### config.mk
export PLATFORM = sky130hd
export DESIGN_NAME = sbc_top
export DESIGN_NICKNAME = d
export VERILOG_FILES = /design/src/core/sbc_pkg.sv /design/src/core/sbc_counter_b.sv /design/src/core/sbc_top.sv
export SDC_FILE = /design/constraint.sdc
export NUM_CORES = 1
export LEC_CHECK = 0
export ABC_AREA = 0
export CAP_MARGIN = 10
export CORE_ASPECT_RATIO = 0.9
export CORE_MARGIN = 8
export CORE_UTILIZATION = 40
export DETAILED_ROUTE_END_ITERATION = 6
export DONT_BUFFER_PORTS = 1
export PLACE_DENSITY_LB_ADDON = 0.25
export SLEW_MARGIN = 10
export SYNTH_ARGS = -nofsm -noshare
export SYNTH_HDL_FRONTEND = slang
export SYNTH_HIERARCHICAL = 1
export SYNTH_SLANG_ARGS = --single-unit
### constraint.sdc
create_clock -name core_clk -period 6.62 [get_ports core_clk]
set_clock_uncertainty 0.05 [all_clocks]
set_input_delay 0.662 -clock core_clk [delete_from_list [all_inputs] [get_ports core_clk]]
set_output_delay 0.662 -clock core_clk [all_outputs]
set_load 0.01 [all_outputs]
### src/core/sbc_pkg.sv
// constants for the serial port and counter b block
package sbc_pkg;
  // ********************************
  // register addresses
  // ********************************
  localparam logic [7:0] ADDR_SER_CTRL  = 8'h98;
  localparam logic [7:0] ADDR_SER_BUF   = 8'h99;
  localparam logic [7:0] ADDR_CB_CTRL   = 8'hc8;
  localparam logic [7:0] ADDR_RCAP_LO   = 8'hca;
  localparam logic [7:0] ADDR_RCAP_HI   = 8'hcb;
  localparam logic [7:0] ADDR_CB_LO     = 8'hcc;
  localparam logic [7:0] ADDR_CB_HI     = 8'hcd;
  localparam logic [7:0] RESET_BYTE     = 8'h00;
  // ********************************
  // serial control bit positions
  // ********************************
  localparam int SC_MODE_HI = 7;
  localparam int SC_MODE_LO = 6;
  localparam int SC_MPROC   = 5;
  localparam int SC_RX_EN   = 4;
  localparam int SC_TX9     = 3;
  localparam int SC_RX9     = 2;
  localparam int SC_TX_DONE = 1;
  localparam int SC_RX_DONE = 0;
  // ********************************
  // counter b control bit positions
  // ********************************
  localparam int CB_OVF     = 7;
  localparam int CB_EXT     = 6;
  localparam int CB_RX_RATE = 5;
  localparam int CB_TX_RATE = 4;
  localparam int CB_EXT_EN  = 3;
  localparam int CB_RUN     = 2;
  localparam int CB_PIN_CNT = 1;
  localparam int CB_CAPTURE = 0;
  // ********************************
  // timing
  // ********************************
  localparam int SHIFT_DIV    = 2;
  localparam int FIXED_DIV_LO = 32;
  localparam int FIXED_DIV_HI = 16;
  localparam int OVF_PER_BIT  = 16;
  localparam int OVS          = 16;
  localparam logic [1:0] MODE_SHIFT = 2'h0;
  localparam logic [1:0] MODE_8VAR  = 2'h1;
  localparam logic [1:0] MODE_9FIX  = 2'h2;
  localparam logic [1:0] MODE_9VAR  = 2'h3;
  typedef enum logic [3:0] {
    ST_IDLE = 4'b0001,
    ST_RUN  = 4'b0010,
    ST_STOP = 4'b0100,
    ST_END  = 4'b1000
  } sbc_state_t;
endpackage

### src/core/sbc_counter_b.sv
// counter b: autoreload, capture and baud generator
`timescale 1ns/1ps
module sbc_counter_b
  import sbc_pkg::*;
(
  input  wire logic       core_clk,     // core clock
  input  wire logic       resetn,       // sync reset, low
  input  wire logic [7:0] ctrl,         // counter b control byte
  input  wire logic       ovf_clr,      // clear overflow flag
  input  wire logic       ext_clr,      // clear external flag
  input  wire logic       count_evt,    // pin count event
  input  wire logic       trig_fall,    // trigger pin falling edge
  input  wire logic       wr_lo,        // write count low
  input  wire logic       wr_hi,        // write count high
  input  wire logic       wr_rlo,       // write reload low
  input  wire logic       wr_rhi,       // write reload high
  input  wire logic [7:0] wdata,        // write data
  output logic      [15:0] count_q,     // count value
  output logic      [15:0] rcap_q,      // reload/capture pair
  output logic            ovf_flag_q,   // overflow flag
  output logic            ext_flag_q,   // external flag
  output logic            baud_ovf      // overflow pulse
);
  logic [15:0] count_d;
  logic [15:0] rcap_d;
  logic        ovf_flag_d;
  logic        ext_flag_d;
  logic        baud_mode;
  logic        tick;
  logic        div_q;
  logic        div_d;
  logic        ext_hit;

  always_comb begin
    baud_mode  = ctrl[CB_TX_RATE] | ctrl[CB_RX_RATE];
    div_d      = baud_mode ? ~div_q : 1'b0;
    // [RQ17] pin or clock source
    tick       = ctrl[CB_RUN] & (ctrl[CB_PIN_CNT] ? count_evt : (baud_mode ? div_q : 1'b1));
    baud_ovf   = tick & baud_mode & (count_q == 16'hffff);
    ext_hit    = trig_fall & ctrl[CB_EXT_EN];
    count_d    = count_q;
    rcap_d     = rcap_q;
    ovf_flag_d = ovf_flag_q & ~ovf_clr;
    ext_flag_d = ext_flag_q & ~ext_clr;
    // [RQ1] mode select, stop
    if (tick) begin
      if (count_q == 16'hffff) begin
        // [RQ6] no overflow flag in baud
        if (baud_mode || !ctrl[CB_CAPTURE]) begin
          count_d = rcap_q;
        end else begin
          count_d = 16'h0000;
        end
        // [RQ2] [RQ4] overflow flag
        if (!baud_mode) begin
          ovf_flag_d = 1'b1;
        end
      end else begin
        count_d = count_q + 16'h0001;
      end
    end
    // [RQ6] external flag still works
    if (ext_hit) begin
      ext_flag_d = 1'b1;
      if (!baud_mode && ctrl[CB_CAPTURE]) begin
        // [RQ5] capture count
        rcap_d = count_q;
      end else if (!baud_mode) begin
        // [RQ3] trigger reload
        count_d = rcap_q;
      end
    end
    // software writes win over counting
    if (wr_lo) begin
      count_d[7:0] = wdata;
    end
    if (wr_hi) begin
      count_d[15:8] = wdata;
    end
    if (wr_rlo) begin
      rcap_d[7:0] = wdata;
    end
    if (wr_rhi) begin
      rcap_d[15:8] = wdata;
    end
  end

  // [RQ22] bytes reset to zero
  always_ff @(posedge core_clk) begin
    if (!resetn) begin
      count_q    <= 16'h0000;
      rcap_q     <= 16'h0000;
      ovf_flag_q <= 1'b0;
      ext_flag_q <= 1'b0;
      div_q      <= 1'b0;
    end else begin
      count_q    <= count_d;
      rcap_q     <= rcap_d;
      ovf_flag_q <= ovf_flag_d;
      ext_flag_q <= ext_flag_d;
      div_q      <= div_d;
    end
  end
endmodule

### src/core/sbc_top.sv
// serial port with counter b baud source
`timescale 1ns/1ps
// Notes on behaviour
// [RQ1] counter b mode from control bits
// [RQ2] rollover sets overflow and reloads
// [RQ3] trigger falling edge reloads, sets external
// [RQ4] capture mode counts and flags overflow
// [RQ5] trigger edge captures count into pair
// [RQ6] no overflow flag in baud mode
// [RQ7] full duplex, receive buffered, overrun loses
// [RQ8] buffer write transmits, read receive register
// [RQ9] mode bits pick frame and rate
// [RQ10] 8-bit multiproc needs valid stop
// [RQ11] 9-bit multiproc needs ninth bit one
// [RQ12] receive only while enable set
// [RQ13] send tx ninth bit in 9-bit
// [RQ14] latch ninth or stop bit
// [RQ15] tx done timing, software clears
// [RQ16] rx done timing, software clears
// [RQ17] pin select counts pin edges
// [RQ18] 8-bit frame is ten bits
// [RQ19] 9-bit frame is eleven bits
// [RQ20] sixteen overflows per bit
// [RQ21] one serial interrupt request
// [RQ22] counter bytes readable, reset zero
module sbc_top
  import sbc_pkg::*;
(
  input  wire logic       core_clk,       // core clock
  input  wire logic       resetn,         // sync reset, low
  input  wire logic [7:0] reg_addr,       // register address
  input  wire logic       reg_wr,         // write strobe
  input  wire logic       reg_rd,         // read strobe
  input  wire logic [7:0] reg_wdata,      // write data
  output logic      [7:0] reg_rdata,      // read data
  input  wire logic       fixed_fast,     // fixed rate x2 select
  input  wire logic       rx_pin,         // serial receive pin
  output logic            rx_pin_out,     // shift mode data out
  output logic            rx_pin_oe,      // shift mode drive enable
  output logic            tx_pin,         // serial transmit pin
  input  wire logic       counter_b_count_pin,   // counter b count pin
  input  wire logic       counter_b_trigger_pin, // counter b trigger pin
  output logic            serial_irq,     // serial interrupt
  output logic            counter_b_irq   // counter b interrupt
);
  // ********************************
  // registers and pin sync
  // ********************************
  logic [7:0]  ctrl_q, ctrl_d, cbc_q, cbc_d, rbuf_q, rbuf_d;
  logic [2:0]  rxs_q, cps_q, tps_q;
  logic [15:0] cnt, rcap;
  logic        ovf_f, ext_f, bovf;
  logic        wr_sc, wr_buf, wr_cbc;
  logic [1:0]  mode;
  logic        rx_s, cnt_evt, trig_fall;

  always_ff @(posedge core_clk) begin
    if (!resetn) begin
      rxs_q <= 3'h7;
      cps_q <= 3'h0;
      tps_q <= 3'h7;
    end else begin
      rxs_q <= {rxs_q[1:0], rx_pin};
      cps_q <= {cps_q[1:0], counter_b_count_pin};
      tps_q <= {tps_q[1:0], counter_b_trigger_pin};
    end
  end

  assign rx_s      = rxs_q[1];
  assign cnt_evt   = cps_q[2] & ~cps_q[1];
  assign trig_fall = tps_q[2] & ~tps_q[1];
  assign mode      = {ctrl_q[SC_MODE_HI], ctrl_q[SC_MODE_LO]};
  assign wr_sc     = reg_wr && (reg_addr == ADDR_SER_CTRL);
  assign wr_buf    = reg_wr && (reg_addr == ADDR_SER_BUF);
  assign wr_cbc    = reg_wr && (reg_addr == ADDR_CB_CTRL);

  sbc_counter_b u_cb (
    .core_clk  (core_clk),
    .resetn    (resetn),
    .ctrl      (cbc_q),
    .ovf_clr   (wr_cbc & ~reg_wdata[CB_OVF]),
    .ext_clr   (wr_cbc & ~reg_wdata[CB_EXT]),
    .count_evt (cnt_evt),
    .trig_fall (trig_fall),
    .wr_lo     (reg_wr && (reg_addr == ADDR_CB_LO)),
    .wr_hi     (reg_wr && (reg_addr == ADDR_CB_HI)),
    .wr_rlo    (reg_wr && (reg_addr == ADDR_RCAP_LO)),
    .wr_rhi    (reg_wr && (reg_addr == ADDR_RCAP_HI)),
    .wdata     (reg_wdata),
    .count_q   (cnt),
    .rcap_q    (rcap),
    .ovf_flag_q(ovf_f),
    .ext_flag_q(ext_f),
    .baud_ovf  (bovf)
  );

  // ********************************
  // bit rate enables
  // ********************************
  logic [4:0] fdiv_q, fdiv_d;
  logic [3:0] tbd_q, tbd_d;
  logic       fix_tick, shift_tick, tx_os, rx_os, var_src_tx, var_src_rx;

  always_comb begin
    fdiv_d     = fdiv_q + 5'h01;
    // [RQ9] fixed rates from core clock
    shift_tick = fdiv_q[0];
    fix_tick   = fixed_fast | fdiv_q[0];
    // [RQ20] counter b overflows as oversample
    var_src_tx = cbc_q[CB_TX_RATE] & bovf;
    var_src_rx = cbc_q[CB_RX_RATE] & bovf;
    tx_os      = mode == MODE_9FIX ? fix_tick : var_src_tx;
    rx_os      = mode == MODE_9FIX ? fix_tick : var_src_rx;
    tbd_d      = tbd_q + {3'h0, tx_os};
  end

  // ********************************
  // transmitter
  // ********************************
  sbc_state_t tst_q, tst_d;
  logic [10:0] tsh_q, tsh_d;
  logic [3:0]  tcnt_q, tcnt_d;
  logic        tbit;
  logic        tx_d, tx_done_set, tx_q, oe_d, oe_q, sclk_d, sclk_q;

  always_comb begin
    tst_d = tst_q;
    tsh_d = tsh_q;
    tcnt_d = tcnt_q;
    tx_done_set = 1'b0;
    tx_d = tx_q;
    oe_d = oe_q;
    sclk_d = sclk_q;
    tbit = (mode == MODE_SHIFT) ? shift_tick : (tx_os && tbd_q == 4'hf);
    case (tst_q)
      ST_IDLE: begin
        tx_d = (mode == MODE_SHIFT) ? 1'b1 : 1'b1;
        oe_d = 1'b0;
        // [RQ8] write starts transmit
        if (wr_buf) begin
          // [RQ13] [RQ18] [RQ19] frame layout
          tsh_d  = (mode[1]) ? {1'b1, ctrl_q[SC_TX9], reg_wdata, 1'b0} : {2'b11, reg_wdata, 1'b0};
          tcnt_d = (mode == MODE_SHIFT) ? 4'h8 : (mode[1] ? 4'ha : 4'h9);
          if (mode == MODE_SHIFT) begin
            tsh_d = {3'h7, reg_wdata};
          end
          tst_d = ST_RUN;
        end
      end
      ST_RUN: begin
        if (tbit) begin
          if (mode == MODE_SHIFT) begin
            oe_d   = 1'b1;
            sclk_d = ~sclk_q;
            // data changes on the falling shift clock
            if (sclk_q) begin
              tx_d = tsh_q[0];
            end else begin
              tsh_d  = {1'b1, tsh_q[10:1]};
              tcnt_d = tcnt_q - 4'h1;
              // [RQ15] end of eighth bit
              if (tcnt_q == 4'h1) begin
                tx_done_set = 1'b1;
                tst_d = ST_IDLE;
              end
            end
          end else begin
            tx_d   = tsh_q[0];
            tsh_d  = {1'b1, tsh_q[10:1]};
            tcnt_d = tcnt_q - 4'h1;
            if (tcnt_q == 4'h0) begin
              // [RQ15] stop bit begins
              tx_done_set = 1'b1;
              tst_d = ST_STOP;
            end
          end
        end
      end
      ST_STOP: begin
        if (tbit) begin
          tst_d = ST_IDLE;
        end
      end
      default: tst_d = ST_IDLE;
    endcase
  end

  // ********************************
  // receiver
  // ********************************
  sbc_state_t rst_q, rst_d;
  logic [8:0] rsh_q, rsh_d;
  logic [3:0] rcnt_q, rcnt_d, rph_q, rph_d;
  logic       rx_done_set, rx9_set, rx9_val, rsamp;

  always_comb begin
    rst_d = rst_q;
    rsh_d = rsh_q;
    rcnt_d = rcnt_q;
    rph_d = rph_q;
    rbuf_d = rbuf_q;
    rx_done_set = 1'b0;
    rx9_set = 1'b0;
    rx9_val = 1'b0;
    rsamp = rx_os && rph_q == 4'h7;
    case (rst_q)
      ST_IDLE: begin
        // [RQ12] receive enable gate
        if (ctrl_q[SC_RX_EN] && mode != MODE_SHIFT && !rx_s) begin
          rph_d = 4'h0;
          rcnt_d = mode[1] ? 4'ha : 4'h9;
          rst_d = ST_RUN;
        end
      end
      ST_RUN: begin
        if (rx_os) begin
          rph_d = rph_q + 4'h1;
        end
        if (rsamp) begin
          if (rcnt_q == (mode[1] ? 4'ha : 4'h9) && rx_s) begin
            rst_d = ST_IDLE;
          end else if (rcnt_q == 4'h0) begin
            // [RQ16] halfway through stop bit
            rst_d = ST_END;
            // [RQ10] [RQ11] multiproc gates flag
            if (!(ctrl_q[SC_MPROC] && (mode[1] ? !rsh_q[8] : !rx_s))) begin
              // [RQ7] unread byte overwritten
              rbuf_d = mode[1] ? rsh_q[7:0] : rsh_q[8:1];
              rx_done_set = 1'b1;
              rx9_set = 1'b1;
              // [RQ14] ninth or stop bit
              rx9_val = mode[1] ? rsh_q[8] : rx_s;
            end
          end else begin
            rsh_d = {rx_s, rsh_q[8:1]};
            rcnt_d = rcnt_q - 4'h1;
          end
        end
      end
      default: begin
        if (rx_s) begin
          rst_d = ST_IDLE;
        end
      end
    endcase
  end

  // ********************************
  // control registers
  // ********************************
  always_comb begin
    ctrl_d = wr_sc ? reg_wdata : ctrl_q;
    cbc_d  = wr_cbc ? reg_wdata : cbc_q;
    // [RQ15] [RQ16] set wins over clear
    if (tx_done_set) begin
      ctrl_d[SC_TX_DONE] = 1'b1;
    end
    if (rx_done_set) begin
      ctrl_d[SC_RX_DONE] = 1'b1;
    end
    if (rx9_set) begin
      ctrl_d[SC_RX9] = rx9_val;
    end
  end

  always_ff @(posedge core_clk) begin
    if (!resetn) begin
      ctrl_q <= RESET_BYTE;
      cbc_q  <= RESET_BYTE;
      rbuf_q <= RESET_BYTE;
      fdiv_q <= 5'h00;
      tbd_q  <= 4'h0;
      tst_q  <= ST_IDLE;
      tsh_q  <= 11'h7ff;
      tcnt_q <= 4'h0;
      tx_q   <= 1'b1;
      oe_q   <= 1'b0;
      sclk_q <= 1'b1;
      rst_q  <= ST_IDLE;
      rsh_q  <= 9'h000;
      rcnt_q <= 4'h0;
      rph_q  <= 4'h0;
    end else begin
      ctrl_q <= ctrl_d;
      cbc_q  <= cbc_d;
      rbuf_q <= rbuf_d;
      fdiv_q <= fdiv_d;
      tbd_q  <= tbd_d;
      tst_q  <= tst_d;
      tsh_q  <= tsh_d;
      tcnt_q <= tcnt_d;
      tx_q   <= tx_d;
      oe_q   <= oe_d;
      sclk_q <= sclk_d;
      rst_q  <= rst_d;
      rsh_q  <= rsh_d;
      rcnt_q <= rcnt_d;
      rph_q  <= rph_d;
    end
  end

  // ********************************
  // outputs and read mux
  // ********************************
  always_comb begin
    if (reg_addr == ADDR_SER_CTRL) begin
      reg_rdata = ctrl_q;
    end else if (reg_addr == ADDR_SER_BUF) begin
      // [RQ8] separate receive register
      reg_rdata = rbuf_q;
    end else if (reg_addr == ADDR_CB_CTRL) begin
      reg_rdata = {ovf_f, ext_f, cbc_q[5:0]};
    end else if (reg_addr == ADDR_RCAP_LO) begin
      reg_rdata = rcap[7:0];
    end else if (reg_addr == ADDR_RCAP_HI) begin
      reg_rdata = rcap[15:8];
    end else if (reg_addr == ADDR_CB_LO) begin
      // [RQ22] counter bytes readable
      reg_rdata = cnt[7:0];
    end else if (reg_addr == ADDR_CB_HI) begin
      reg_rdata = cnt[15:8];
    end else begin
      reg_rdata = 8'h00;
    end
  end

  assign tx_pin     = (mode == MODE_SHIFT) ? sclk_q : tx_q;
  assign rx_pin_out = tx_q;
  assign rx_pin_oe  = oe_q & (mode == MODE_SHIFT);
  // [RQ21] combined serial request
  assign serial_irq    = ctrl_q[SC_TX_DONE] | ctrl_q[SC_RX_DONE];
  assign counter_b_irq = ovf_f | ext_f;
endmodule

==> metrics.cfg <==
[drt]
drc=0
topRoutingLayerUsed=met4
vias=5824
via_per_inst=6.30
wl_um=18900
drt_pre_antenna_iters=5
drt_iter0_markers=680
postRouteAntennaNets=0
wl_met2_um=8120
met1Wirelength_um=8480
drt-wirelength-per-cell_um=20.4
met3WireLength_um=1500

[clock_network]
clock-sinks=110
clk_latency_ps=360
cts_tree=done
post_cts_buffers=0
h-tree-depth=3
numCtsBuffers=9
cts-root-buf=clkbuf_16
cts.repair.resized=0
cts_buffer_depth=2
clk_pin_slew_ps=80
cts_hold_buf=0

[die]
dieArea_um2=20100
ioPinCount=37
die_w_um=148
fp.dieH_um=135
fp.coreArea_um2=15400
initial_core_util_pct=40.9
num_rows=43

[finish]
n_antenna_cell=0
final_area_um2=6690
fin_nets=750
drive_above_1_share_pct=7.62
fill_cells=1549
ff_latch_area_um2=2200
syn2layout_area_growth_pct=5.90
multi_input_area_um2=3810

[power]
total_power_mw=1.27
p_per_area_nw_per_um2=190
p_leak_nw=2.49
ir_worst_vdd_uv=161

[outcome]
run_status=finished clean

[placement]
place_ws_ps=2520
placed_area_um2=6370
place_congestion=0.940
hpwl_um=13000
numPortBuffers=0

[sta]
period_share_pct=62.9
finalCriticalPeriod_ps=4160
slew_viol_final=0
rsz0062_at_grt=no
fin_setup_tns_ps=0
hold_viol=0
worstMarginPinSlew_ps=1250
whs_ps=316
slew-limit-headroom_pct=16.6
layout_setup_ws_ps=2460
fmax_ghz=0.240
setup_viol=0

[setup_path]
arrival_ps=4400
path_buf_inv=0
cpPeakStageDelay_ps=870
required_ps=6860
startpoint_type=flop
end_kind=flop
cp.depth=9
crit_chain=ha_1 -> nand4_1 -> or4_1 -> nor3_1 -> nand2_1 -> mux2_4 -> or4b_1 -> or3_1 -> a31oi_1
worstPathMaxFanout=17
crit_type=flop to flop
rr_worst_depth=9
path_delay_family=simple AND/OR/NAND/NOR gates
critPathSlowestCell=or4b_1

[hold_path]
holdCritPathClass=input port to flop
hold_path_depth=1

[synthesis]
syn_nets=790
syn-mean-instance-area_um2=8.34
yosysWarnings=6
synthCells=757
synthesis.area_um2=6320

[run]
maxCapViolCount=0

[global_routing]
grt_overflow=0
grt_pass1_wl_um=30300
gr-usage-all-layers_pct=18.9
grt_antenna_before_repair=0
grt_max_degree=67
grt_pass1_vias=5496

[area by class of cell]
| cell class | count | area share, % |
|---|---|---|
| clock buffers | 9 | 3.37 |
| well taps | 202 | 3.78 |
| multi-input cells | 572 | 56.9 |
| repair buffers | 7 | 0.786 |
| clock inverters | 7 | 1.25 |
| inverters | 17 | 0.954 |
| flip-flops and latches | 110 | 32.9 |
[metal layers]
metal  vias up  track usage [%]
li1       2755                -
met1      2777             24.6
met2       245             28.1
met3        47             5.51
met4         0             9.51
met5         -                0
[metrics by stage]
step / cells / utilization (%)
4_1_cts: 924 / 43.3
6_report: 924 / 43.3
3_3_place_gp: 908 / 41.3
5_1_grt: 924 / 43.3
3_5_place_dp: 908 / 41.3
2_1_floorplan: 757 / -
[flip-flops by register name (all words and copies together), names as in the netlist, 4 cells and up]
signal,flops
tcnt_q,4
rcnt_q,4
cbc_q,6
ctrl_q,8
rph_q,4
rbuf_q,8
tbd_q,4
u_cb/rcap_q,16
tsh_q,10
u_cb/count_q,16
rsh_q,9
[power by group]
part / switching (mW) / internal (mW) / leakage, nW
logic: 0.0297 / 0.0158 / 1.45
clock network: 0.286 / 0.272 / 0.151
registers: 0.00364 / 0.665 / 0.888
total: 0.320 / 0.953 / 2.49
[worst reg2reg max path, cell delays in order (launching register included)]
cell     delay [ps]
dfxtp_1         510
ha_1            420
nand4_1         190
or4_1           620
nor3_1          370
nand2_1         140
mux2_4          300
or4b_1          870
or3_1           460
a31oi_1         170
[worst paths after layout]
path                               from                endpoint  slack (ps)
min                              resetn     sclk_q$_SDFFE_PN1P_         320
max          u_cb/count_q[0]$_SDFF_PN0_  rcnt_q[3]$_SDFFE_PN0P_        2460
max reg2reg  u_cb/count_q[0]$_SDFF_PN0_  rcnt_q[3]$_SDFFE_PN0P_        2460
min reg2reg       u_cb/div_q$_SDFF_PN0_   u_cb/div_q$_SDFF_PN0_         360
[placed cells by master (no fill, tap or decap), drive strengths merged, types with 13 or more instances in the layout]
master  count
dfxtp     110
nand2      75
nor2       56
a21oi      48
mux2i      44
o21ai      40
nand3      37
inv        20
o211a      17
nor3       16
a221oi     14
nand2b     14
a31oi      13
a211oi     13
No activity file was read; power rests on OpenSTA's default activity.
